File: src/common/gpio_pkg.sv
package gpio_pkg;

  localparam int ADDR_W = 8;
  localparam int DATA_W = 8;
  localparam int PA_W   = 5;
  localparam int PB_W   = 8;
  localparam int AN_W   = 4;
  localparam int WATCH_W = 4;

  localparam logic [7:0] FIRST_PORT_PIN_DATA_ADDR  = 8'h05;
  localparam logic [7:0] SECOND_PORT_PIN_DATA_ADDR = 8'h06;
  localparam logic [7:0] IRQ_CONTROL_ADDR          = 8'h0b;
  localparam logic [7:0] FIRST_PORT_BIT_OP_ADDR    = 8'h25;
  localparam logic [7:0] SECOND_PORT_BIT_OP_ADDR   = 8'h26;
  localparam logic [7:0] OPTION_ADDR               = 8'h81;
  localparam logic [7:0] FIRST_PORT_DIRECTION_ADDR = 8'h85;
  localparam logic [7:0] SECOND_PORT_DIR_ADDR      = 8'h86;
  localparam logic [7:0] ANALOG_PIN_CONFIG_ADDR    = 8'h9f;

  localparam logic [4:0] FIRST_DIR_RESET   = 5'h1f;
  localparam logic [7:0] SECOND_DIR_RESET  = 8'hff;
  localparam logic [7:0] OPTION_RESET      = 8'hff;
  localparam logic [1:0] PIN_CONFIG_RESET  = 2'h0;
  localparam logic [4:0] FIRST_LATCH_RESET = 5'h00;
  localparam logic [7:0] SECOND_LATCH_RESET = 8'h00;

  localparam int PULLUP_DISABLE_N_BIT = 7;
  localparam int PORT_CHANGE_FLAG_BIT = 0;
  localparam int PORT_CHANGE_EN_BIT   = 3;
  localparam int TIMER_CLOCK_BIT      = 4;
  localparam int EXT_IRQ_BIT          = 0;
  localparam int PROG_CLK_BIT         = 6;
  localparam int PROG_DATA_BIT        = 7;
  localparam int WATCH_LSB            = 4;
  localparam int BIT_OP_VALUE_BIT     = 7;

  localparam logic [1:0] CFG_ALL_ANALOG  = 2'h0;
  localparam logic [1:0] CFG_REF_ON_PIN3 = 2'h1;
  localparam logic [1:0] CFG_TWO_ANALOG  = 2'h2;
  localparam logic [1:0] CFG_ALL_DIGITAL = 2'h3;

  localparam logic [3:0] AN_MASK_ALL  = 4'hf;
  localparam logic [3:0] AN_MASK_TWO  = 4'h3;
  localparam logic [3:0] AN_MASK_NONE = 4'h0;

endpackage

File: src/hw/dual_port_gpio.sv
// How it works
// - First port keeps a 5-bit output latch
// - First port direction set means pin floats
// - First port read gives pins, write latch
// - Bit-op writes store modified sampled pin levels
// - Bit 4 feeds timer clock, open-drain
// - Two config bits pick analog or digital
// - Reset leaves analog pins, reading zero
// - Direction still drives pins in analog use
// - Second port is 8-bit bidirectional
// - Cleared option bit 7 enables pull-ups
// - Output pins never get a pull-up
// - Pull-ups off after power-on reset
// - Only upper four input pins watched
// - Mismatch with last read sets flag
// - Port-change event can wake from sleep
// - Persisting mismatch keeps setting flag
// - Second-port data reads, data writes and bit-op writes refresh capture
// - Bit 0 doubles as external interrupt
// - Bits 6, 7 serve serial programming
// - Enabled programming mode blocks GPIO driving of bits 6, 7; bit 0 stays drivable
//
// Our own choice: strobed register access.
module dual_port_gpio #(
  parameter int FIRST_W  = gpio_pkg::PA_W,
  parameter int SECOND_W = gpio_pkg::PB_W
) (
  input  wire logic                        clk_in,
  input  wire logic                        srst_in,
  input  wire logic [gpio_pkg::ADDR_W-1:0] addr_in,
  input  wire logic [gpio_pkg::DATA_W-1:0] wdata_in,
  input  wire logic                        wr_in,
  input  wire logic                        rd_in,
  output logic      [gpio_pkg::DATA_W-1:0] rdata_out,
  input  wire logic [FIRST_W-1:0]          first_port_pins_in,
  output logic      [FIRST_W-1:0]          first_port_pins_out,
  output logic      [FIRST_W-1:0]          first_port_pins_oe_out,
  output logic      [gpio_pkg::AN_W-1:0]   analog_sel_out,
  output logic                             vref_sel_out,
  output logic                             timer_clock_pin_out,
  input  wire logic [SECOND_W-1:0]         second_port_pins_in,
  output logic      [SECOND_W-1:0]         second_port_pins_out,
  output logic      [SECOND_W-1:0]         second_port_pins_oe_out,
  output logic      [SECOND_W-1:0]         pullup_en_out,
  output logic      [SECOND_W-1:0]         schmitt_sel_out,
  input  wire logic                        ext_irq_en_in,
  input  wire logic                        prog_mode_in,
  output logic                             ext_irq_pin_out,
  output logic                             prog_clk_out,
  output logic                             prog_data_out,
  output logic                             port_change_flag_out,
  output logic                             wake_out
);

  logic [FIRST_W-1:0]          first_latch_q;
  logic [FIRST_W-1:0]          first_port_direction_q;
  logic [1:0]                  pin_config_q;
  logic [SECOND_W-1:0]         second_latch_q;
  logic [SECOND_W-1:0]         second_port_direction_q;
  logic [gpio_pkg::DATA_W-1:0] option_q;
  logic                        port_change_flag_q;
  logic                        port_change_en_q;
  logic [gpio_pkg::WATCH_W-1:0] capture_q;
  logic [gpio_pkg::DATA_W-1:0] rdata_q;

  logic [gpio_pkg::AN_W-1:0]   analog_mask;
  logic [FIRST_W-1:0]          first_read;
  logic [gpio_pkg::WATCH_W-1:0] watch_pins;
  logic [gpio_pkg::WATCH_W-1:0] watch_inputs;
  logic                        mismatch;
  logic                        second_access;
  logic [FIRST_W-1:0]          first_bit_op;
  logic [SECOND_W-1:0]         second_bit_op;
  logic [gpio_pkg::DATA_W-1:0] rdata_d;
  logic [2:0]                  op_index;
  logic                        op_value;

  // Register write decode
  logic wr_first_data;
  logic wr_first_dir;
  logic wr_first_op;
  logic wr_config;
  logic wr_second_data;
  logic wr_second_dir;
  logic wr_second_op;
  logic wr_option;
  logic wr_irq;
  logic rd_second_data;

  assign wr_first_data  = wr_in &&
                          addr_in == gpio_pkg::FIRST_PORT_PIN_DATA_ADDR;
  assign wr_first_dir   = wr_in &&
                          addr_in == gpio_pkg::FIRST_PORT_DIRECTION_ADDR;
  assign wr_first_op    = wr_in &&
                          addr_in == gpio_pkg::FIRST_PORT_BIT_OP_ADDR;
  assign wr_config      = wr_in &&
                          addr_in == gpio_pkg::ANALOG_PIN_CONFIG_ADDR;
  assign wr_second_data = wr_in &&
                          addr_in == gpio_pkg::SECOND_PORT_PIN_DATA_ADDR;
  assign wr_second_dir  = wr_in &&
                          addr_in == gpio_pkg::SECOND_PORT_DIR_ADDR;
  assign wr_second_op   = wr_in &&
                          addr_in == gpio_pkg::SECOND_PORT_BIT_OP_ADDR;
  assign wr_option      = wr_in && addr_in == gpio_pkg::OPTION_ADDR;
  assign wr_irq         = wr_in && addr_in == gpio_pkg::IRQ_CONTROL_ADDR;
  assign rd_second_data = rd_in &&
                          addr_in == gpio_pkg::SECOND_PORT_PIN_DATA_ADDR;

  assign op_index = wdata_in[2:0];
  assign op_value = wdata_in[gpio_pkg::BIT_OP_VALUE_BIT];

  // Analog pin selection from the configuration field
  always_comb begin
    unique case (pin_config_q)
      gpio_pkg::CFG_ALL_ANALOG:  analog_mask = gpio_pkg::AN_MASK_ALL;
      gpio_pkg::CFG_REF_ON_PIN3: analog_mask = gpio_pkg::AN_MASK_ALL;
      gpio_pkg::CFG_TWO_ANALOG:  analog_mask = gpio_pkg::AN_MASK_TWO;
      gpio_pkg::CFG_ALL_DIGITAL: analog_mask = gpio_pkg::AN_MASK_NONE;
    endcase
  end

  assign analog_sel_out = analog_mask;
  assign vref_sel_out   = pin_config_q == gpio_pkg::CFG_REF_ON_PIN3;

  // Analog pins read as zero; bit 4 has no analog role
  always_comb begin
    first_read = first_port_pins_in;
    first_read[gpio_pkg::AN_W-1:0] =
      first_port_pins_in[gpio_pkg::AN_W-1:0] & ~analog_mask;
  end

  // Bit operations sample the pins, not the latch
  always_comb begin
    first_bit_op = first_read;
    if (op_index < 3'(FIRST_W)) begin
      first_bit_op[op_index] = op_value;
    end
    second_bit_op = second_port_pins_in;
    second_bit_op[op_index] = op_value;
  end

  // First port output latch
  always_ff @(posedge clk_in) begin
    if (srst_in) begin
      first_latch_q <= gpio_pkg::FIRST_LATCH_RESET;
    end else if (wr_first_data) begin
      first_latch_q <= wdata_in[FIRST_W-1:0];
    end else if (wr_first_op) begin
      first_latch_q <= first_bit_op;
    end
  end

  // First port direction
  always_ff @(posedge clk_in) begin
    if (srst_in) begin
      first_port_direction_q <= gpio_pkg::FIRST_DIR_RESET;
    end else if (wr_first_dir) begin
      first_port_direction_q <= wdata_in[FIRST_W-1:0];
    end
  end

  // Pin configuration field
  always_ff @(posedge clk_in) begin
    if (srst_in) begin
      pin_config_q <= gpio_pkg::PIN_CONFIG_RESET;
    end else if (wr_config) begin
      pin_config_q <= wdata_in[1:0];
    end
  end

  // Direction drives even analog pins, so software keeps them set
  genvar ga;
  generate
    for (ga = 0; ga < FIRST_W; ga++) begin : g_first
      if (ga == gpio_pkg::TIMER_CLOCK_BIT) begin : g_od
        // Open drain: only ever pulls low
        assign first_port_pins_out[ga]    = 1'b0;
        assign first_port_pins_oe_out[ga] =
          ~first_port_direction_q[ga] & ~first_latch_q[ga];
      end else begin : g_cmos
        assign first_port_pins_out[ga]    = first_latch_q[ga];
        assign first_port_pins_oe_out[ga] =
          ~first_port_direction_q[ga];
      end
    end
  endgenerate

  assign timer_clock_pin_out =
    first_port_pins_in[gpio_pkg::TIMER_CLOCK_BIT];

  // Second port output latch
  always_ff @(posedge clk_in) begin
    if (srst_in) begin
      second_latch_q <= gpio_pkg::SECOND_LATCH_RESET;
    end else if (wr_second_data) begin
      second_latch_q <= wdata_in[SECOND_W-1:0];
    end else if (wr_second_op) begin
      second_latch_q <= second_bit_op;
    end
  end

  // Second port direction
  always_ff @(posedge clk_in) begin
    if (srst_in) begin
      second_port_direction_q <= gpio_pkg::SECOND_DIR_RESET;
    end else if (wr_second_dir) begin
      second_port_direction_q <= wdata_in[SECOND_W-1:0];
    end
  end

  // Option register; only the pull-up bit acts here
  always_ff @(posedge clk_in) begin
    if (srst_in) begin
      option_q <= gpio_pkg::OPTION_RESET;
    end else if (wr_option) begin
      option_q <= wdata_in;
    end
  end

  // Serial programming takes bits 6 and 7 away from GPIO
  genvar gb;
  generate
    for (gb = 0; gb < SECOND_W; gb++) begin : g_second
      logic alt_busy;
      if (gb == gpio_pkg::PROG_CLK_BIT ||
          gb == gpio_pkg::PROG_DATA_BIT) begin : g_prog
        assign alt_busy = prog_mode_in;
        assign schmitt_sel_out[gb] = prog_mode_in;
      end else if (gb == gpio_pkg::EXT_IRQ_BIT) begin : g_irq
        // Pin stays drivable so firmware can self-trigger
        assign alt_busy = 1'b0;
        assign schmitt_sel_out[gb] = ext_irq_en_in;
      end else begin : g_plain
        assign alt_busy = 1'b0;
        assign schmitt_sel_out[gb] = 1'b0;
      end
      assign second_port_pins_out[gb]    = second_latch_q[gb];
      assign second_port_pins_oe_out[gb] =
        ~second_port_direction_q[gb] & ~alt_busy;
      assign pullup_en_out[gb] =
        ~option_q[gpio_pkg::PULLUP_DISABLE_N_BIT] &
        second_port_direction_q[gb];
    end
  endgenerate

  assign ext_irq_pin_out =
    second_port_pins_in[gpio_pkg::EXT_IRQ_BIT];
  assign prog_clk_out  =
    prog_mode_in & second_port_pins_in[gpio_pkg::PROG_CLK_BIT];
  assign prog_data_out =
    prog_mode_in & second_port_pins_in[gpio_pkg::PROG_DATA_BIT];

  // Change detection on the upper four pins
  assign watch_pins =
    second_port_pins_in[gpio_pkg::WATCH_LSB +: gpio_pkg::WATCH_W];
  assign watch_inputs =
    second_port_direction_q[gpio_pkg::WATCH_LSB +: gpio_pkg::WATCH_W];
  assign mismatch =
    |((watch_pins ^ capture_q) & watch_inputs);

  assign second_access = rd_second_data || wr_second_data ||
                         wr_second_op;

  // Polling re-captures, ending a live mismatch so a later clear can take
  always_ff @(posedge clk_in) begin
    if (srst_in) begin
      capture_q <= '0;
    end else if (second_access) begin
      capture_q <= watch_pins;
    end
  end

  // Set beats clear, so a live mismatch re-asserts the flag
  always_ff @(posedge clk_in) begin
    if (srst_in) begin
      port_change_flag_q <= 1'b0;
    end else if (mismatch) begin
      port_change_flag_q <= 1'b1;
    end else if (wr_irq) begin
      port_change_flag_q <= wdata_in[gpio_pkg::PORT_CHANGE_FLAG_BIT];
    end
  end

  // Change enable gates wake-up
  always_ff @(posedge clk_in) begin
    if (srst_in) begin
      port_change_en_q <= 1'b0;
    end else if (wr_irq) begin
      port_change_en_q <= wdata_in[gpio_pkg::PORT_CHANGE_EN_BIT];
    end
  end

  assign port_change_flag_out = port_change_flag_q;
  assign wake_out = port_change_flag_q & port_change_en_q;

  // Read multiplexer
  always_comb begin
    rdata_d = '0;
    unique case (addr_in)
      gpio_pkg::FIRST_PORT_PIN_DATA_ADDR: begin
        rdata_d[FIRST_W-1:0] = first_read;
      end
      gpio_pkg::FIRST_PORT_DIRECTION_ADDR: begin
        rdata_d[FIRST_W-1:0] = first_port_direction_q;
      end
      gpio_pkg::ANALOG_PIN_CONFIG_ADDR: begin
        rdata_d[1:0] = pin_config_q;
      end
      gpio_pkg::SECOND_PORT_PIN_DATA_ADDR: begin
        rdata_d[SECOND_W-1:0] = second_port_pins_in;
      end
      gpio_pkg::SECOND_PORT_DIR_ADDR: begin
        rdata_d[SECOND_W-1:0] = second_port_direction_q;
      end
      gpio_pkg::OPTION_ADDR: begin
        rdata_d = option_q;
      end
      gpio_pkg::IRQ_CONTROL_ADDR: begin
        rdata_d[gpio_pkg::PORT_CHANGE_FLAG_BIT] = port_change_flag_q;
        rdata_d[gpio_pkg::PORT_CHANGE_EN_BIT]   = port_change_en_q;
      end
      default: begin
        rdata_d = '0;
      end
    endcase
  end

  // Read data valid only in the cycle after the strobe
  always_ff @(posedge clk_in) begin
    if (srst_in) begin
      rdata_q <= '0;
    end else if (rd_in) begin
      rdata_q <= rdata_d;
    end else begin
      rdata_q <= '0;
    end
  end

  assign rdata_out = rdata_q;

endmodule

File: config.mk
export PLATFORM = sky130hd
export DESIGN_NAME = dual_port_gpio
export DESIGN_NICKNAME = d
export VERILOG_FILES = /design/src/common/gpio_pkg.sv /design/src/hw/dual_port_gpio.sv
export SDC_FILE = /design/constraint.sdc
export NUM_CORES = 1
export LEC_CHECK = 0
export BUFFER_PORTS_ARGS = -buffer_cell sky130_fd_sc_hd__buf_4
export CAP_MARGIN = 20
export CORE_MARGIN = 1
export CORE_UTILIZATION = 35
export CTS_CLUSTER_SIZE = 16
export DETAILED_ROUTE_END_ITERATION = 10
export PLACE_DENSITY = 0.66
export SETUP_SLACK_MARGIN = 0.5
export SYNTH_ARGS = -nofsm -noshare
export SYNTH_HDL_FRONTEND = slang
export SYNTH_SLANG_ARGS = --single-unit
File: constraint.sdc
create_clock -name clk_in -period 1.65 [get_ports clk_in]
set_input_delay 0.0825 -clock clk_in [delete_from_list [all_inputs] [get_ports clk_in]]
set_output_delay 0.0825 -clock clk_in [all_outputs]
set_load 0.005 [all_outputs]
==> results of run 1 <==
per-stage QoR:
stage	hold slack (ps)	setup slack, ps
floorplan	192	451
global placement	165	201
detailed placement	165	175
CTS	52.9	471
global route	51.7	472
finish	52.6	487
worst max-delay path by stage:
stage	start	endpoint	slack (ps)	cells after the start
finish	second_port_direction_q[2]	rdata_out[2]	490	3
global route	pin_config_q[1]	rdata_out[2]	470	5
CTS	second_port_direction_q[2]	rdata_out[2]	470	3
detailed placement	addr_in[1]	second_port_direction_q[1]	170	5
global placement	addr_in[1]	second_port_direction_q[5]	200	5
floorplan	addr_in[5]	option_q[7]	450	5
cells by family (layout without fill, tap and decap cells):
logic type	count (synthesis)	in the layout
other cells	1	6
mux	16	16
compound gates	91	91
xor+xnor	4	4
flops	50	50
simple gates	134	136
buf+inv	64	134
worst min-delay path: stages:
cell	delay [ps]
buf_4	90
mux2i_1	60
nor2_1	80
Yosys cell counts (2+ instances only):
cell type,count,area (um2)
a21boi_0,2,15.0
and2_1,4,25.0
mux2i_1,10,100
and3_1,9,56.3
mux2_2,6,67.6
inv_1,22,82.6
nand4_4,2,42.5
a22oi_1,4,30.0
a31oi_1,3,18.8
nor3_1,2,10.0
nor2_1,42,158
nand2b_1,4,25.0
a32oi_1,6,52.6
a211oi_1,3,22.5
a211o_1,21,184
nand2_1,22,82.6
dfxtp_1,50,1000
nor2b_1,6,37.5
o21ai_0,8,40.0
nor3b_1,3,22.5
o211ai_1,3,22.5
xor2_1,4,35.0
nand3b_1,9,67.6
clkbuf_1,11,41.3
a21oi_1,24,120
a221oi_1,3,26.3
buf_4,21,158
nand3_1,12,60.1
nand4bb_1,2,22.5
a22o_1,2,17.5
buf_2,8,40.0
area by class of cell:
| cell class | count | area (um2) | area share, % |
|---|---|---|---|
| Clock buffer | 6 | 82.6 | 2.10 |
| Inverter | 22 | 82.6 | 2.10 |
| Clock inverter | 2 | 38.8 | 0.985 |
| Sequential cell | 50 | 1010 | 25.8 |
| Multi-Input combinational cell | 253 | 1800 | 45.6 |
| Timing Repair Buffer | 104 | 790 | 20.1 |
| Tap cell | 105 | 131 | 3.34 |
where the power goes:
part | internal, mW | switching (mW) | leakage (nW)
combinational | 0.153 | 0.218 | 1.28
clock | 0.499 | 0.433 | 0.0618
sequential | 1.21 | 0.00501 | 0.402
sequential cells by signal, summed over array words and instances, names as in the netlist:
name / flops
option_q: 8
rdata_out: 8
second_port_direction_q: 8
second_port_pins_out: 8
first_latch_q: 5
first_port_direction_q: 5
capture_q: 4
pin_config_q: 2
port_change_en_q: 1
port_change_flag_out: 1
layer usage:
layer  global-route usage [%]  up-vias
met4                     6.44        0
met1                     27.6     1464
met3                     4.51       30
met2                     31.5      183
li1                         -     1424
met5                        0        -
what timing repair did:
item	4_1_cts	5_1_grt
hold buffers	0	0
endpoints found under the setup margin	15	30
cloned	0	3
pin swaps	1	12
setup buffers	0	7
resized for setup	4	27
==> key figures, run 1 <==
Outcome
  – Status: finished clean

Worst setup path
  – Crit Path Max Fanout: 2
  – Worst EP required: 1840 ps
  – Crit Path Class: reg2reg
  – CP cell instances: mux2_2 > a222oi_1 > nor2_1
  – R2r startpoint: second_port_direction_q[2]
  – Worst reg2reg path depth: 3
  – Reg-to-Reg End: rdata_out[2]
  – Crit-path max cell delay: 340 ps
  – Data arrival, critical path: 1350 ps
  – Critical-path top delay cell: dfxtp_2
  – Crit path buffers/inverters: 0
  – CP endpoint kind: flip-flop
  – CP delay by family, top: flip-flops
  – CP Launch Type: flip-flop
  – FF-to-FF setup slack: 490 ps

Clocking
  – CTS Sinks: 50
  – CTS root buffer: clkbuf_8
  – Total clock buffers created by CTS: 5
  – Clock Path Buffers: 2
  – # H-tree levels: 2
  – Clk slew on worst S/H paths: 100 ps
  – CTS tree: yes
  – Latest clock arrival within the worst-skew pair: 310 ps

Drt
  – Routed wire length: 9.56 mm
  – Top layer in use: met4
  – Wirelength per Cell: 17.6 um
  – Routed wl met3: 826 um
  – Via count: 3101
  – Vias per cell: 5.72
  – First DRT Iteration DRCs: 282
  – Met2 wire length: 4.36 mm
  – WL met1: 4.08 mm
  – Post-DRT Antenna Nets: 0
  – TritonRoute pass-1 iters: 5
  – # DRC: 0

Yosys
  – Post-Synth XOR/XNOR Area: 1.16%
  – Compound-Gate Fraction of Synth Area: 22.2%
  – FFs w/ async S/R, synth: 0%
  – Area of the mapped netlist: 0.00301 mm2
  – Yosys reg bits: 50
  – Post-synthesis cell count: 360
  – Simple-gate portion of the synthesized area: 26.5%
  – Most used DFF post-synth: dfxtp_1
  – Sequential fraction of the synthesis area: 33.3%
  – Number of flops mapped to enable cells by yosys: 0
  – Post-Synth Adder-Cell Area: 0%
  – Ys Warns: 0
  – Post-synthesis mux area share: 5.57%
  – Syn Area/Cell: 8.36 um2
  – Post-synth cell types: 63
  – Largest family of logic cells by synthesized area: simple AND/OR/NAND/NOR gates

Hold path
  – HP Class: in2reg
  – Hold Path Cell Cnt: 3
  – Min-delay src: wdata_in[3]
  – Hold Crit Endpoint: port_change_en_q

Place
  – I/O Buffers: 87
  – Placed wire-length estimate: 6.81 mm
  – RD Place Congestion: 0.866
  – Placed cell count: 524
  – Placed cell area: 0.00364 mm2

Timing
  – Period utilisation layout: 70.5%
  – Total negative setup slack: 0 ps
  – Final Hold Violating Endpoints: 0
  – RSZ-0062 raised after global routing: yes
  – Max Fclk: 860 MHz
  – Skew final: 8.95 ps
  – Final setup fails: 0
  – Min Tclk post-route: 1160 ps
  – Pins Over Slew Limit: 0

Floorplanning
  – Die area: 0.00897 mm2
  – Core Footprint: 0.00826 mm2
  – Placement row count: 33
  – Initial Util: 36.4%
  – Chip height: 94.7 um
  – Die W: 94.7 um
  – # IOs: 96

Run
  – Max-Cap Viols: 0

GRT
  – GRT Util Overall: 20.2%
  – Largest net degree at the start of global routing: 28
  – First-pass GRT wire length: 14.0 mm
  – GR Overflow Total: 0
  – Initial antenna violation count: 0
  – Vias in the first global route: 2764

Finish
  – Share of layout cells above drive strength 1: 35.9%
  – Most frequent cells in the layout: buf_4, nor2_1, dfxtp_1, a21oi_1, inv_1
  – Layout area overhead: 30.8%
  – Commonest non-fill, non-tap cell in the layout: buf_4
  – # diodes: 0
  – Final Cell Area: 0.00394 mm2
  – FILL cells: 813
  – Finished Layout Cells: 542
  – Nets: 471
  – Final core occ: 47.7%

Power
  – Peak VDD IR: 0.312 mV
  – Lkg Pwr: 1.75 nW
  – Pwr Density: 640 mW/mm2
  – Total Power: 2.52 mW
(Power assumes the default switching activity.)
==> run 2: changes to the inputs <==
- ABC_AREA: unset -> 1
- PLACE_DENSITY: 0.66 -> 0.67
- clock period: 1.65 -> 1 ns (I/O delays scaled with it)
==> run 2 against run 1 <==
  * The flow now finishes with violations (negative hold slack, negative setup slack)
  * Largest power group unchanged
  * Critical path depth grew 2
  * Die area increased by 3.4%
  * Routed wire length is 17% higher
==> key figures, run 2 <==
Power
  – Lkg Pwr: 2.75 nW
  – Peak VDD IR: 0.520 mV
  – Total Power: 3.95 mW
  – Pwr Density: 708 mW/mm2

Worst setup path
  – Crit-path max cell delay: 340 ps
  – Critical-path top delay cell: dfxtp_2
  – Data arrival, critical path: 1070 ps
  – Crit Path Class: reg2out
  – Crit Path Max Fanout: 3
  – CP cell instances: buf_6 > buf_6 > inv_4 > nor2_4 > buf_6
  – CP endpoint kind: output port
  – CP dominant cell by count: buf_6
  – Worst EP required: 950 ps
  – CP Launch Type: flip-flop

GRT
  – GR Overflow Total: 0
  – Largest net degree at the start of global routing: 17
  – GRT Util Overall: 24.0%
  – First-pass GRT wire length: 17.0 mm
  – Initial antenna violation count: 0
  – Vias in the first global route: 3503

Timing
  – Worst setup margin: -120 ps
  – Max Fclk: 893 MHz
  – Pins Over Slew Limit: 0
  – Final setup fails: 19
  – Skew final: 9.57 ps
  – Period utilisation layout: 112%
  – Hold Slack: -3.86 ps
  – RSZ-0062 raised after global routing: yes
  – Final Hold Violating Endpoints: 1
  – Min Tclk post-route: 1120 ps

Drt
  – Via count: 3700
  – TritonRoute pass-1 iters: 4
  – Routed wire length: 11.2 mm
  – # DRC: 0
  – Vias per cell: 4.97
  – First DRT Iteration DRCs: 196
  – Post-DRT Antenna Nets: 0
  – Wirelength per Cell: 15.1 um

Yosys
  – Yosys top cell area share: 32.1%
  – Post-synthesis cell count: 489
  – Sequential fraction of the synthesis area: 32.1%
  – Most common cell in the netlist: nand2_1
  – Area of the mapped netlist: 0.00311 mm2
  – Number of flops mapped to enable cells by yosys: 0
  – Syn Area/Cell: 6.37 um2
  – Yosys reg bits: 50
  – Ys Warns: 0
  – Most used DFF post-synth: dfxtp_1
  – Top post-synthesis cells by area: dfxtp_1, nand2_1, nand3_1, nor2_1, inv_1
  – Post-synth cell types: 27
  – Most frequent cells after synthesis: nand2_1, nand3_1, nor2_1, inv_1, dfxtp_1
  – FFs w/ async S/R, synth: 0%
  – Post-synth top area cell: dfxtp_1

Finish
  – Most frequent cells in the layout: nand2_1, buf_6, buf_4, nand3_1
  – Nets: 671
  – Commonest non-fill, non-tap cell in the layout: nand2_1
  – Layout area overhead: 79.1%
  – # diodes: 0
  – Share of layout cells above drive strength 1: 59.7%

Clocking
  – CTS root buffer: clkbuf_8
  – Clk slew on worst S/H paths: 100 ps
  – CTS Sinks: 50
  – Clock Path Buffers: 2
  – # H-tree levels: 2
  – Total clock buffers created by CTS: 5
  – Latest clock arrival within the worst-skew pair: 310 ps
  – CTS tree: yes

Floorplanning
  – Initial Util: 35.9%
  – Die W: 96.3 um
  – Chip height: 96.3 um
  – Die area: 0.00928 mm2
  – Placement row count: 34
  – # IOs: 96
  – Core Footprint: 0.00868 mm2

Outcome
  – Status: complete, but fails checks
  – Failing checks: negative hold slack, negative setup slack

Place
  – Placed wire-length estimate: 7.57 mm
  – RD Place Congestion: 0.916
  – I/O Buffers: 87

Run
  – Max-Cap Viols: 0

Hold path
  – HP Class: in2reg
-- run 2: critical path: cells and delay by family (launching register included) --
family / cells / cell delay [ps]
AND/OR/NAND/NOR: 1 / 30
buffers and inverters: 4 / 380
flip-flops: 1 / 340
-- run 2: layer usage --
layer  part of all wire [%]  GRT usage, %  up-vias  routed length, um
met5                      0             0        -                  0
met4                    2.5          6.62        0                276
met3                    5.4          3.71       21                602
met2                     51          42.6      144               5680
met1                     41          30.0     1719               4640
li1                       -             -     1816                  -
-- run 2: final cells by class --
cell class / count / area (um2)
clock buffers: 5 / 68.8
repair buffers: 164 / 1690
multi-input cells: 349 / 2260
flip-flops and latches: 50 / 1060
inverters: 66 / 349
clock inverters: 2 / 15.0
fillers: 741 / 3100
well taps: 108 / 135
-- run 2: cell families after synthesis --
| family | count (synthesis) | share of synthesized area (%) |
|---|---|---|
| buffers and inverters | 98 | 15.4 |
| other | 1 | 0.120 |
| DFF | 50 | 32.1 |
| and+or+nand+nor | 293 | 43.4 |
| AOI/OAI and AO/OA | 47 | 8.96 |
-- run 2: path summary, 6_finish.rpt --
kind                                      start               end  slack (ps)  cells after the start
worst max-delay path            pin_config_q[0]      vref_sel_out        -120                      5
worst min-delay path                wdata_in[6]       option_q[6]          -4                      3
worst max register to register  pin_config_q[1]  first_latch_q[1]        -110                     10
worst min register to register      option_q[6]       option_q[6]         500                      2
-- run 2: report_power, final --
group / leakage (nW) / internal, mW / switching [mW]
clock network: 0.0362 / 0.479 / 0.691
registers: 0.412 / 1.99 / 0.00793
logic: 2.30 / 0.336 / 0.442
-- run 2: through the flow --
stage	worst slack [ps]	area, um2	std cells	utilization (%)	TNS, ps
floorplan	89.0	3420	494	-	0
global placement	-152	4340	701	50.0	-5270
detailed placement	-190	4340	701	50.0	-6690
CTS	-118	5160	732	59.4	-1120
global route	-171	5580	744	64.3	-2540
finish	-120	5580	744	64.3	-1190
-- run 2: timing repair --
action                                 4_1_cts  5_1_grt
pin swaps                                   46       41
resized for setup                          190       93
setup endpoints to repair                   98       99
cloned                                       2        1
buffers inserted                            22       11
endpoints found under the hold margin        2        2
